`config.mk`:
```
export PLATFORM = sky130hd
export DESIGN_NAME = mac_pause_flow_control
export DESIGN_NICKNAME = d
export VERILOG_FILES = /design/src/pkg/flow_ctrl_pkg.sv /design/src/logic/mac_pause_flow_control.sv /design/src/logic/pause_frame_gen.sv
export SDC_FILE = /design/constraint.sdc
export NUM_CORES = 1
export LEC_CHECK = 0
export ABC_AREA = 0
export BUFFER_PORTS_ARGS = -buffer_cell sky130_fd_sc_hd__clkbuf_2
export CAP_MARGIN = 25
export CORE_MARGIN = 5
export CORE_UTILIZATION = 56
export DETAILED_ROUTE_END_ITERATION = 10
export PLACE_DENSITY_LB_ADDON = 0.08
export SYNTH_ARGS = -nofsm -noshare
export SYNTH_HDL_FRONTEND = slang
export SYNTH_SLANG_ARGS = --single-unit
```
`constraint.sdc`:
```
create_clock -name core_clk -period 5.1 [get_ports core_clk]
set_input_delay 0 -clock core_clk [delete_from_list [all_inputs] [get_ports core_clk]]
set_output_delay 0 -clock core_clk [all_outputs]
set_load 0.02 [all_outputs]
```
`src/pkg/flow_ctrl_pkg.sv`:
```
// Operation
// Host sets pause transmit and receive enables for full-duplex control.
// Host starts flow control by writing 02h when receive space runs low.
// Periodic mode repeatedly sends pause frames with the programmed time.
// Host packets still go out between pause frames, neither disturbed.
// Writing 03h ends flow control with one final pause frame of 0000h.
// A received non-zero pause frame blocks own transmits when honoured.
// Requests while paused wait for timer expiry, then send and clear.
// Control frames are dropped silently unless pass-all-frames is set.
// Flow control bit 2 mirrors the MAC full-duplex bit, read only.
// Full duplex: 11 zero frame, off; 10 periodic; 01 one frame, off.
// Half duplex: codes 11 and 01 turn flow control on, 10 and 00 off.
// The 16-bit pause time lives in a low and a high byte register.
// A 64-byte pause frame: multicast, source, opcode, timer, pad, CRC.
// The pause timer counts down once per 512 bit times, 51.2 us.
// A new frame reloads the timer; a zero timer or frame resumes sending.
// Half duplex jams 55h, yielding to a requested packet after the gap.
package flow_ctrl_pkg;

    localparam int CLK_PERIOD_NS = 50;
    localparam int QUANTA_NS     = 51200;
    localparam int QUANTA_CYC    = QUANTA_NS / CLK_PERIOD_NS;
    localparam int REPEAT_CYC    = 1024;

    localparam logic [2:0] REG_ETH_CTRL1  = 3'h0;
    localparam logic [2:0] REG_MAC_CTRL1  = 3'h1;
    localparam logic [2:0] REG_BB_GAP     = 3'h2;
    localparam logic [2:0] REG_FLOW       = 3'h3;
    localparam logic [2:0] REG_PAUSE_LO   = 3'h4;
    localparam logic [2:0] REG_PAUSE_HI   = 3'h5;

    localparam int ECTL_TXREQ_BIT   = 3;
    localparam int MCTL_TXPAUSE_BIT = 3;
    localparam int MCTL_RXPAUSE_BIT = 2;
    localparam int MCTL_PASS_ALL_FRAMES_BIT = 1;
    localparam int FLOW_FDX_BIT     = 2;

    localparam logic [7:0]  MAC_CTRL1_MASK = 8'h0F;
    localparam logic [7:0]  BB_GAP_MASK    = 8'h7F;
    localparam logic [7:0]  REG_RST        = 8'h00;
    localparam logic [15:0] PAUSE_TIME_RST = 16'h0000;

    localparam logic [1:0] MODE_OFF      = 2'b00;
    localparam logic [1:0] MODE_ONCE     = 2'b01;
    localparam logic [1:0] MODE_PERIODIC = 2'b10;
    localparam logic [1:0] MODE_STOP     = 2'b11;

    localparam logic [7:0]  JAM_BYTE     = 8'h55;
    localparam logic [47:0] PAUSE_DA     = 48'h0180C2000001;
    localparam logic [15:0] CTRL_TYPE    = 16'h8808;
    localparam logic [15:0] PAUSE_OPCODE = 16'h0001;
    localparam logic [5:0]  FRAME_LAST   = 6'h3F;
    localparam logic [5:0]  CRC_FIRST    = 6'h3C;
    localparam logic [31:0] CRC_POLY     = 32'hEDB88320;
    localparam logic [31:0] CRC_INIT     = 32'hFFFFFFFF;

    typedef struct packed {
        logic [7:0] data;
        logic       last;
    } tx_beat_s;

    typedef struct packed {
        logic        valid;
        logic [15:0] timer;
    } rx_pause_s;

    typedef enum logic [2:0] {
        ST_IDLE,
        ST_PAUSE_TX,
        ST_HOST_GAP,
        ST_HOST_TX,
        ST_JAM
    } tx_state_e;

endpackage

```
`src/logic/mac_pause_flow_control.sv`:
```
`timescale 1ns/100ps
module mac_pause_flow_control import flow_ctrl_pkg::*; #(
    parameter int REPEAT_CYCLES = REPEAT_CYC
) (
    // Clock and reset
    input  logic        core_clk,
    input  logic        rst_n,
    // Byte register port
    input  logic [2:0]  reg_addr,
    input  logic        reg_wr,
    input  logic        reg_rd,
    input  logic [7:0]  reg_wdata,
    output logic [7:0]  reg_rdata,
    // MAC configuration
    input  logic        mac_full_duplex,
    input  logic [47:0] station_addr,
    // Host packet stream
    input  logic        host_valid,
    input  tx_beat_s    host_beat,
    output logic        host_ready,
    // Transmit stream to the medium
    output logic        tx_valid,
    output tx_beat_s    tx_beat,
    input  logic        tx_ready,
    input  logic        tx_abort,
    output logic        tx_jam,
    // Receive side
    input  rx_pause_s   rx_pause,
    input  logic        rx_ctrl_frame,
    output logic        rx_ctrl_deliver,
    output logic        mac_paused
);

    localparam int QW = $clog2(QUANTA_CYC);
    localparam logic [QW-1:0] QUANTA_LAST = QW'(QUANTA_CYC - 1);

    logic [7:0]      ectl_q;
    logic [7:0]      mctl_q;
    logic [7:0]      gap_q;
    logic [1:0]      mode_q;
    logic [15:0]     pause_time_q;
    logic [7:0]      reg_rdata_q;
    logic [15:0]     timer_q;
    logic [QW-1:0]   quanta_q;
    logic [15:0]     rep_cnt_q;
    logic [6:0]      gap_cnt_q;
    tx_state_e       state_q;
    tx_state_e       state_d;

    logic            txreq_q;
    logic            pause_tx_enable;
    logic            pause_rx_honor;
    logic            pass_all_frames;
    logic            flow_wr;
    logic            half_on;
    logic            pf_pending;
    logic            pf_start;
    logic [15:0]     pf_time;
    logic            pf_valid;
    tx_beat_s        pf_beat;
    logic            pf_ready;
    logic            tx_done;

    assign txreq_q         = ectl_q[ECTL_TXREQ_BIT];
    assign pause_tx_enable = mctl_q[MCTL_TXPAUSE_BIT];
    assign pause_rx_honor  = mctl_q[MCTL_RXPAUSE_BIT];
    assign pass_all_frames = mctl_q[MCTL_PASS_ALL_FRAMES_BIT];
    assign flow_wr         = reg_wr && (reg_addr == REG_FLOW);

    // Registers written by the host.
    always_ff @(posedge core_clk) begin
        if (!rst_n) begin
            ectl_q <= REG_RST;
        end else if (reg_wr && reg_addr == REG_ETH_CTRL1) begin
            ectl_q <= reg_wdata;
        end else if (tx_done) begin
            ectl_q[ECTL_TXREQ_BIT] <= 1'b0;
        end
    end

    always_ff @(posedge core_clk) begin
        if (!rst_n) begin
            mctl_q       <= REG_RST;
            gap_q        <= REG_RST;
            pause_time_q <= PAUSE_TIME_RST;
        end else if (reg_wr) begin
            case (reg_addr)
                REG_MAC_CTRL1: mctl_q <= reg_wdata & MAC_CTRL1_MASK;
                REG_BB_GAP:    gap_q <= reg_wdata & BB_GAP_MASK;
                REG_PAUSE_LO:  pause_time_q[7:0] <= reg_wdata;
                REG_PAUSE_HI:  pause_time_q[15:8] <= reg_wdata;
                default:       ;
            endcase
        end
    end

    // A host write wins over the hardware turning a one-shot mode off, so a
    // fresh command issued as the frame starts is never discarded.
    always_ff @(posedge core_clk) begin
        if (!rst_n) begin
            mode_q <= MODE_OFF;
        end else if (flow_wr) begin
            mode_q <= reg_wdata[1:0];
        end else if (pf_start && (mode_q == MODE_ONCE ||
                                  mode_q == MODE_STOP)) begin
            mode_q <= MODE_OFF;
        end
    end

    always_ff @(posedge core_clk) begin
        if (!rst_n) begin
            reg_rdata_q <= REG_RST;
        end else if (reg_rd) begin
            case (reg_addr)
                REG_ETH_CTRL1: reg_rdata_q <= ectl_q;
                REG_MAC_CTRL1: reg_rdata_q <= mctl_q;
                REG_BB_GAP:    reg_rdata_q <= gap_q;
                REG_FLOW:      reg_rdata_q <= {5'b00000, mac_full_duplex,
                                               mode_q};
                REG_PAUSE_LO:  reg_rdata_q <= pause_time_q[7:0];
                REG_PAUSE_HI:  reg_rdata_q <= pause_time_q[15:8];
                default:       reg_rdata_q <= REG_RST;
            endcase
        end
    end

    assign reg_rdata = reg_rdata_q;

    // Pause timer set by frames from the remote node.
    always_ff @(posedge core_clk) begin
        if (!rst_n) begin
            timer_q  <= 16'h0000;
            quanta_q <= '0;
        end else if (rx_pause.valid && pause_rx_honor) begin
            timer_q  <= rx_pause.timer;
            quanta_q <= '0;
        end else if (timer_q != 16'h0000) begin
            if (quanta_q == QUANTA_LAST) begin
                timer_q  <= timer_q - 16'h0001;
                quanta_q <= '0;
            end else begin
                quanta_q <= quanta_q + QW'(1);
            end
        end
    end

    assign mac_paused      = (timer_q != 16'h0000);
    assign rx_ctrl_deliver = rx_ctrl_frame && pass_all_frames;

    // Pause frames need the transmit enable; the receive enable gates the
    // timer above, so both must be set for full-duplex flow control.
    assign half_on    = !mac_full_duplex && mode_q[0];
    assign pf_pending = mac_full_duplex && pause_tx_enable &&
                        (mode_q == MODE_ONCE || mode_q == MODE_STOP ||
                         (mode_q == MODE_PERIODIC &&
                          rep_cnt_q == 16'h0000));
    assign pf_time    = (mode_q == MODE_STOP) ? 16'h0000
                                              : pause_time_q;

    // The repeat spacing, counted from each frame start, leaves idle slots in which a waiting host
    // packet is taken only when REPEAT_CYCLES outlasts the frame, so only then can periodic frames not starve host traffic.
    always_ff @(posedge core_clk) begin
        if (!rst_n) begin
            rep_cnt_q <= 16'h0000;
        end else if (flow_wr) begin
            rep_cnt_q <= 16'h0000;
        end else if (pf_start && mode_q == MODE_PERIODIC) begin
            rep_cnt_q <= 16'(REPEAT_CYCLES);
        end else if (rep_cnt_q != 16'h0000) begin
            rep_cnt_q <= rep_cnt_q - 16'h0001;
        end
    end

    always_comb begin
        state_d = state_q;
        case (state_q)
            ST_IDLE: begin
                if (pf_pending) begin
                    state_d = ST_PAUSE_TX;
                end else if (txreq_q && !(mac_full_duplex && mac_paused)) begin
                    state_d = ST_HOST_GAP;
                end else if (half_on) begin
                    state_d = ST_JAM;
                end
            end
            ST_PAUSE_TX: begin
                if (pf_valid && tx_ready && pf_beat.last) begin
                    state_d = ST_IDLE;
                end
            end
            ST_HOST_GAP: begin
                if (gap_cnt_q >= gap_q[6:0]) begin
                    state_d = ST_HOST_TX;
                end
            end
            ST_HOST_TX: begin
                if (tx_done) begin
                    state_d = ST_IDLE;
                end
            end
            ST_JAM: begin
                if (txreq_q || !half_on) begin
                    state_d = ST_IDLE;
                end
            end
            default: state_d = ST_IDLE;
        endcase
    end

    always_ff @(posedge core_clk) begin
        if (!rst_n) begin
            state_q <= ST_IDLE;
        end else begin
            state_q <= state_d;
        end
    end

    always_ff @(posedge core_clk) begin
        if (!rst_n) begin
            gap_cnt_q <= 7'h00;
        end else if (state_q == ST_HOST_GAP) begin
            gap_cnt_q <= gap_cnt_q + 7'h01;
        end else begin
            gap_cnt_q <= 7'h00;
        end
    end

    assign pf_start = (state_q == ST_IDLE) && (state_d == ST_PAUSE_TX);
    assign tx_done  = (state_q == ST_HOST_TX) &&
                      (tx_abort || (host_valid && tx_ready && host_beat.last));

    pause_frame_gen u_gen (
        .core_clk   (core_clk),
        .rst_n      (rst_n),
        .start      (pf_start),
        .timer      (pf_time),
        .src_addr   (station_addr),
        .beat_valid (pf_valid),
        .beat       (pf_beat),
        .beat_ready (pf_ready)
    );

    always_comb begin
        tx_valid = 1'b0;
        tx_beat  = '0;
        case (state_q)
            ST_PAUSE_TX: begin
                tx_valid = pf_valid;
                tx_beat  = pf_beat;
            end
            ST_HOST_TX: begin
                tx_valid = host_valid;
                tx_beat  = host_beat;
            end
            ST_JAM: begin
                tx_valid     = 1'b1;
                tx_beat.data = JAM_BYTE;
            end
            default: ;
        endcase
    end

    assign pf_ready   = (state_q == ST_PAUSE_TX) && tx_ready;
    assign host_ready = (state_q == ST_HOST_TX) && tx_ready;
    assign tx_jam     = (state_q == ST_JAM);
endmodule

```
`src/logic/pause_frame_gen.sv`:
```
`timescale 1ns/100ps
module pause_frame_gen import flow_ctrl_pkg::*; (
    // Clock and reset
    input  logic        core_clk,
    input  logic        rst_n,
    // Frame request
    input  logic        start,
    input  logic [15:0] timer,
    input  logic [47:0] src_addr,
    // Byte stream out
    output logic        beat_valid,
    output tx_beat_s    beat,
    input  logic        beat_ready
);

    logic [5:0]  idx_q;
    logic        busy_q;
    logic [31:0] crc_q;
    logic [15:0] timer_q;
    logic [47:0] sa_q;
    logic [31:0] crc_fin;
    logic [7:0]  byte_d;

    function automatic logic [31:0] crc_next(input logic [31:0] c,
                                             input logic [7:0]  d);
        logic [31:0] r;
        r = c;
        for (int i = 0; i < 8; i++) begin
            r = (r[0] ^ d[i]) ? ((r >> 1) ^ CRC_POLY) : (r >> 1);
        end
        return r;
    endfunction

    assign crc_fin = ~crc_q;

    // Frame layout, one byte per index.
    always_comb begin
        byte_d = 8'h00;
        if (idx_q < 6'd6) begin
            byte_d = PAUSE_DA[8'(47 - 8 * idx_q) -: 8];
        end else if (idx_q < 6'd12) begin
            byte_d = sa_q[8'(47 - 8 * (idx_q - 6'd6)) -: 8];
        end else if (idx_q == 6'd12) begin
            byte_d = CTRL_TYPE[15:8];
        end else if (idx_q == 6'd13) begin
            byte_d = CTRL_TYPE[7:0];
        end else if (idx_q == 6'd14) begin
            byte_d = PAUSE_OPCODE[15:8];
        end else if (idx_q == 6'd15) begin
            byte_d = PAUSE_OPCODE[7:0];
        end else if (idx_q == 6'd16) begin
            byte_d = timer_q[15:8];
        end else if (idx_q == 6'd17) begin
            byte_d = timer_q[7:0];
        end else if (idx_q >= CRC_FIRST) begin
            byte_d = crc_fin[{idx_q[1:0], 3'b000} +: 8];
        end
    end

    assign beat_valid = busy_q;
    assign beat.data  = byte_d;
    assign beat.last  = (idx_q == FRAME_LAST);

    always_ff @(posedge core_clk) begin
        if (!rst_n) begin
            busy_q  <= 1'b0;
            idx_q   <= 6'h00;
            crc_q   <= CRC_INIT;
            timer_q <= PAUSE_TIME_RST;
            sa_q    <= 48'h000000000000;
        end else if (!busy_q && start) begin
            busy_q  <= 1'b1;
            idx_q   <= 6'h00;
            crc_q   <= CRC_INIT;
            timer_q <= timer;
            sa_q    <= src_addr;
        end else if (busy_q && beat_ready) begin
            idx_q <= idx_q + 6'h01;
            if (idx_q < CRC_FIRST) begin
                crc_q <= crc_next(crc_q, byte_d);
            end
            if (idx_q == FRAME_LAST) begin
                busy_q <= 1'b0;
            end
        end
    end
endmodule

```
Yosys cells after proc, flatten, opt, wreduce, memory -nomap -nowiden
Cells that the tools add are included.
{"block": "word_totals", "out_inout_bits": 22, "in_bits": 94, "word_cells": 171, "regBits": 200}
{"block": "classes", "n_reduce_logical": 54, "n_addsub": 8, "n_lt_le_gt_ge": 5, "n_mux": 43, "n_bitwise": 18, "shift": 3, "eq_ne": 21}
{"cell": "32-bit two-way mux", "n": 8}
{"cell": "13-bit NOT with 14-bit output", "n": 8}
{"cell": "8-bit two-way mux", "n": 9}
{"cell": "16-bit two-way mux", "n": 4}
{"cell": "55-bit by 9-bit variable part select with 8-bit output", "n": 1}
{"cell": "55-bit by 9-bit variable part select with 8-bit output, first input constant", "n": 1}
{"cell": "8-bit case mux with 6 select lines", "n": 1}
{"cell": "32-bit NOT", "n": 1}
{"cell": "16-bit nonzero test", "n": 2}
{"cell": "32-bit by 6-bit variable part select with 8-bit output", "n": 1}
{"cell": "16-bit by 1-bit subtractor with 16-bit output, second input constant", "n": 2}
{"cell": "6-bit by 4-bit equality test with 1-bit output, second input constant", "n": 4}
{"cell": "8-bit case mux with 3 select lines", "n": 1}
{"cell": "1-bit logical AND", "n": 22}
{"cell": "11-bit two-way mux", "n": 2}
{"cell": "3-bit two-way mux", "n": 7}
{"cell": "16-bit zero test", "n": 1}
{"cell": "2-bit AND reduction", "n": 8}
{"cell": "6-bit by 8-bit subtractor with 8-bit output, first input constant", "n": 2}
{"cell": "3-bit case mux with 5 select lines", "n": 1}
{"cell": "2-bit nonzero test", "n": 7}
{"cell": "3-bit by 2-bit equality test with 1-bit output, second input constant", "n": 4}
{"cell": "6-bit by 5-bit equality test with 1-bit output, second input constant", "n": 2}
{"cell": "10-bit by 1-bit adder with 10-bit output, second input constant", "n": 1}
{"cell": "other kinds (26)", "n": 52}

Depth between registers and ports, before layout
{"block": "depth", "depth_word": 27, "depth_mapped": 16, "mapped_depth_nobuf": 11}

Cells and area by module
A second synthesis with hierarchy kept.
{"block": "hier_totals", "hier_cells": 1314, "area_unflattened_um2": 11493.5}
{"module": "pause_frame_gen", "instances": 1, "area_per_inst_um2": 6344.8, "seq_area_each_um2": 2062.0, "cells_per_inst": 687}
{"module": "mac_pause_flow_control", "instances": 1, "area_per_inst_um2": 5148.7, "seq_area_each_um2": 1941.9, "cells_per_inst": 627}

Worst setup path before layout
OpenSTA, ideal clock, no wires.
{"block": "synth_path", "path_kind": "register -> register", "from": "register u_gen.idx_q[1]", "to": "register u_gen.crc_q[29]", "period_less_slack_ns": 4.040, "required_time_ns": 4.971, "setup_slack_ns": 1.060, "path_stages_with_launch": 17, "t_arrival_ns": 3.911, "setup_ns": 0.129, "path_buffers": 5, "cell_sequence": "dfxtp_1 > buf_2 > buf_4 > buf_4 > inv_1 > ha_1 > buf_2 > and2b_1 > buf_2 > a221oi_1 > a211oi_1 > a22oi_1 > xor2_2 > xor3_2 > xnor2_1 > xnor2_1 > o21ai_0"}
{"block": "synth_via", "elab_chain_len": 21, "word_cells_on_any_way": 49, "cone_classes": "add/sub: 3; order compare: 4; eq/ne: 8; shift: 3; mux: 19; bitwise: 7; reduce/logical: 5"}
{"item": "from (decl)", "line": "pause_frame_gen.sv:16", "source": "logic [5:0] idx_q;"}
{"item": "from (signal assigned)", "line": "pause_frame_gen.sv:78", "source": "idx_q <= idx_q + 6'h01;"}
{"item": "parallel branches: the longest is 21 deep, another holds 6-bit by 8-bit subtractor with 8-bit output"}
{"item": "to (signal assigned)", "line": "pause_frame_gen.sv:80", "source": "crc_q <= crc_next(crc_q, byte_d);"}
{"item": "to (decl)", "line": "pause_frame_gen.sv:18", "source": "logic [31:0] crc_q;"}
Several ways; the timed one is not identified.
A chain may end at the register's enable or synchronous reset.

Worst setup path after layout
{"block": "layout_path", "from": "register u_gen.idx_q[2]", "to": "register u_gen.crc_q[17]"}
{"block": "layout_via", "elab_chain_len": 23, "word_cells_on_any_way": 50, "cone_classes": "add/sub: 3; order compare: 4; eq/ne: 8; shift: 2; mux: 19; bitwise: 9; reduce/logical: 5"}
{"item": "parallel branches: the longest is 23 deep, another holds 6-bit by 8-bit subtractor with 8-bit output"}
Several ways; the timed one is not identified.

==> impl_results.rst <==
.. list-table::
   :header-rows: 1

   * - Metric
     - Value
   * - Number of endpoints failing setup at the final stage
     - 0
   * - Number of max-cap violations
     - 0
   * - Number of antenna repair diodes
     - 0
   * - Power density over the cells
     - 275 nW/um^2
   * - Required time of the critical path
     - between 5000 and 6000 ps
   * - Final total power
     - ~0.0035 W
   * - Mapped Nets
     - between 1,000 and 1,500
   * - Row cnt
     - 50
   * - Remaining DRCs
     - 0
   * - Run status
     - completed
   * - WL/cell
     - approximately 18 um
   * - Post-Place Cell Area
     - between 10,000 and 15,000 um^2
   * - Clock root buffer
     - clkbuf_16
   * - CTS tree
     - done
   * - Clock-pin slew on the worst setup and hold paths
     - 80 ps
   * - Maximum clock path buffer count
     - 2
   * - Wire length reported by the detailed router
     - between 20,000 and 30,000 um
   * - Period utilisation layout
     - 0.868
   * - Fraction of synthesized area in multiplexers
     - 0.0584
   * - Clock latency at the later pin of the worst-skew pair
     - 440 ps
   * - Die Span X
     - between 100 and 150 um
   * - Max-slew headroom at the worst pin
     - 0.329
   * - Synthesized-area fraction occupied by xor and xnor cells
     - 0.101
   * - RSZ-0062 raised after global routing
     - no
   * - Kind of critical path
     - reg -> reg
   * - Number of nets in the layout
     - between 1,000 and 1,500
   * - Number of levels in the clock H-tree
     - 4
   * - Number of flip-flops and latches in the synthesized netlist
     - 200
   * - GRT Resource Usage Total
     - 0.262
   * - Global route overflow
     - 0
   * - Clock buffers created by TritonCTS
     - 17
   * - Via count of the first global-routing pass
     - around 9,000
   * - Area growth from synthesis to layout
     - 18.4%
   * - Violation count after the first detailed-routing iteration
     - around 930
   * - Final Hold Viols
     - 0
   * - Cell type contributing the most total cell area after synthesis
     - dfxtp_1
   * - Actual slew at the worst max-slew pin
     - 997 ps
   * - Post-CTS sizing
     - 0
   * - Antenna violations before repair
     - 0
   * - Detail-routed via count per cell
     - 5.84
   * - Class of the tightest hold or removal check
     - in -> reg
   * - Adder-cell share of the synthesized area
     - 0.0223
   * - Post-synth EDFFs
     - 0
   * - Final setup margin
     - 673 ps
   * - TritonCTS sink count
     - 200
   * - Synthesized-area fraction occupied by ao, oa, aoi and oai cells
     - 0.205
   * - Fraction of the yosys area taken by sequential cells
     - 0.375
   * - Post-detailed-route count of antenna-violating nets
     - 0
   * - Proportion of layout cells with a drive suffix above 1
     - 0.150
   * - Number of hold buffers added after CTS
     - between 70 and 80
   * - Dominant combinational cell family by area after synthesis
     - compound AO/OA/AOI/OAI gates
   * - Fin Clk Skew
     - between 10 and 15 ps
   * - Top cell types by occurrence after synthesis
     - nand2_1, dfxtp_1, nor2_1, a21boi_0, xnor2_1
   * - Number of ports placed on the die boundary
     - 116
   * - Final Cell Area
     - around 13,000 um^2
   * - Crit path max fanout
     - 22
   * - Die Footprint
     - 21,900 um^2
   * - Core region area
     - approximately 19,000 um^2
   * - Post-route minimum period
     - between 4000 and 5000 ps
   * - Share of synthesized cell area in and, or, nand and nor gates
     - 0.201
   * - Worst setup timing slack at the placement stage
     - 752 ps
   * - Synth cell types
     - 78
   * - Die extent in y
     - around 150 um
   * - Total Negative Setup Slacks
     - 0 ps
   * - Gate Count Post-Synth
     - ~1,200
   * - Proportion of netlist area held by the largest area contributor
     - 0.375
   * - Leakage
     - around 5 nW
   * - Number of fill cells
     - 1,516
   * - Critical path launch point type
     - flip-flop
   * - Timing-limited maximum frequency
     - roughly 0.23 GHz
   * - I/O Buffers
     - ~120
   * - VDD IR-drop max
     - 0.266 mV
   * - Post-route core utilization
     - 0.674
   * - Yosys warnings
     - 0
   * - Arrival time of the worst setup path
     - roughly 4800 ps
   * - Post-DP HPWL
     - around 20,000 um
   * - Async SR Flop Fraction
     - 0
   * - Total area of sequential cells
     - approximately 4000 um^2
   * - Placer Congestion
     - 0.929
   * - Summed instance area of the synthesized netlist
     - approximately 11,000 um^2
   * - Most instantiated library cell after synthesis
     - nand2_1
   * - Number of buffers inserted by post-CTS setup repair
     - 0
   * - Vias post-DR
     - 9,474
   * - Post-synthesis area per instance
     - between 8 and 9 um^2
   * - CP endpoint kind
     - flip-flop
   * - Global-route wire length before repair
     - about 47,000 um
   * - Final-report max-slew violation count
     - 0
   * - Largest net degree at the start of global routing
     - 63
   * - Initial Util
     - 0.569
   * - Cell types with the largest area share after synthesis
     - dfxtp_1, nand2_1, a21boi_0
   * - Prevailing post-synth register cell
     - dfxtp_1
   * - First-pass iteration count of the detailed router
     - 8
   * - Combined area of the multi-input logic cells
     - around 6300 um^2
==> final timing paths <==
check | cells after the start | slack [ps] | endpoint | from
worst max-delay path | 10 | 670 | u_gen.crc_q[17] | u_gen.idx_q[2]
worst min-delay path | 5 | 8 | ectl_q[3] | reg_wr
worst max register to register | 10 | 670 | u_gen.crc_q[17] | u_gen.idx_q[2]
worst min register to register | 2 | 470 | u_gen.sa_q[33] | u_gen.sa_q[33]
==> layout by cell type, fill, tap and decap left out, types with 4 or more instances in the layout <==
| cell type | instances |
|---|---|
| dfxtp_1 | 199 |
| nand2b_1 | 7 |
| clkbuf_16 | 17 |
| nor2_1 | 78 |
| dlygate4sd3_1 | 75 |
| nor4_1 | 8 |
| and2_1 | 6 |
| nand3_1 | 32 |
| a21oi_1 | 45 |
| mux2i_1 | 23 |
| xor2_1 | 34 |
| or3_1 | 11 |
| a21boi_0 | 75 |
| mux2_2 | 17 |
| xnor2_1 | 64 |
| o211ai_1 | 27 |
| nand2_1 | 210 |
| nand4_1 | 11 |
| a31oi_1 | 12 |
| inv_1 | 24 |
| and3_1 | 11 |
| o211a_1 | 16 |
| a221oi_1 | 17 |
| a211o_1 | 4 |
| ha_1 | 19 |
| buf_4 | 9 |
| a22o_1 | 18 |
| nor2b_1 | 25 |
| a22oi_1 | 5 |
| clkbuf_2 | 115 |
| nand3b_1 | 5 |
| mux4_2 | 9 |
| or4_1 | 4 |
| o21ai_0 | 37 |
| or2_2 | 6 |
| nor3_1 | 27 |
==> worst max-delay path, stage by stage, from the launching register on <==
cell      delay [ps]
dfxtp_1          820
ha_1             580
or4b_4           530
a41o_1           240
a21boi_2         290
nand2_1           90
a31oi_1          390
xnor2_1          330
xor2_1           530
xnor3_1          430
a21oi_1          140
==> metrics by stage <==
stage	instances	hold WS [ps]
2_1_floorplan	1233	145
3_3_place_gp	1514	235
3_5_place_dp	1514	242
4_1_cts	1619	42.5
5_1_grt	1621	60.8
6_report	1621	8.36
==> where the power goes <==
part | leakage (nW) | switching, W | internal [W] | total (W)
Sequential | 1.62 | 0.0000462 | 0.00162 | 0.00166
Clock | 0.275 | 0.000646 | 0.000702 | 0.00135
Combinational | 3.00 | 0.000252 | 0.000211 | 0.000463
Total | 4.90 | 0.000945 | 0.00253 | 0.00347
==> routing by layer <==
metal,track usage,up-vias,part of all wire
met4,0.0702,0,0.019
met3,0.0539,41,0.065
met1,0.350,4453,0.44
met5,0,-,0
li1,-,4649,-
met2,0.435,331,0.47
==> area by class of cell <==
type	count	share of cell area
Clock buffer	19	0.0350
Timing Repair Buffer	201	0.111
Inverter	24	0.00712
Clock inverter	11	0.0103
Sequential cell	200	0.317
Tap cell	234	0.0232
Multi-Input combinational cell	932	0.497
==> sequential cells by signal (all words and copies together), names as in the netlist, 3 cells and up <==
name,count
rep_cnt_q,16
mctl_q,4
ectl_q,8
state_q,3
quanta_q,10
gap_q,7
u_gen.timer_q,16
u_gen.idx_q,6
u_gen.sa_q,48
u_gen.crc_q,32
reg_rdata,8
gap_cnt_q,7
timer_q,16
pause_time_q,16
==> cells by family after synthesis <==
family	after synthesis
flops	200
mux	49
xor+xnor	109
compound gates	297
buf+inv	101
fa+ha+maj	19
simple gates	458
(Power assumes the default switching activity.)
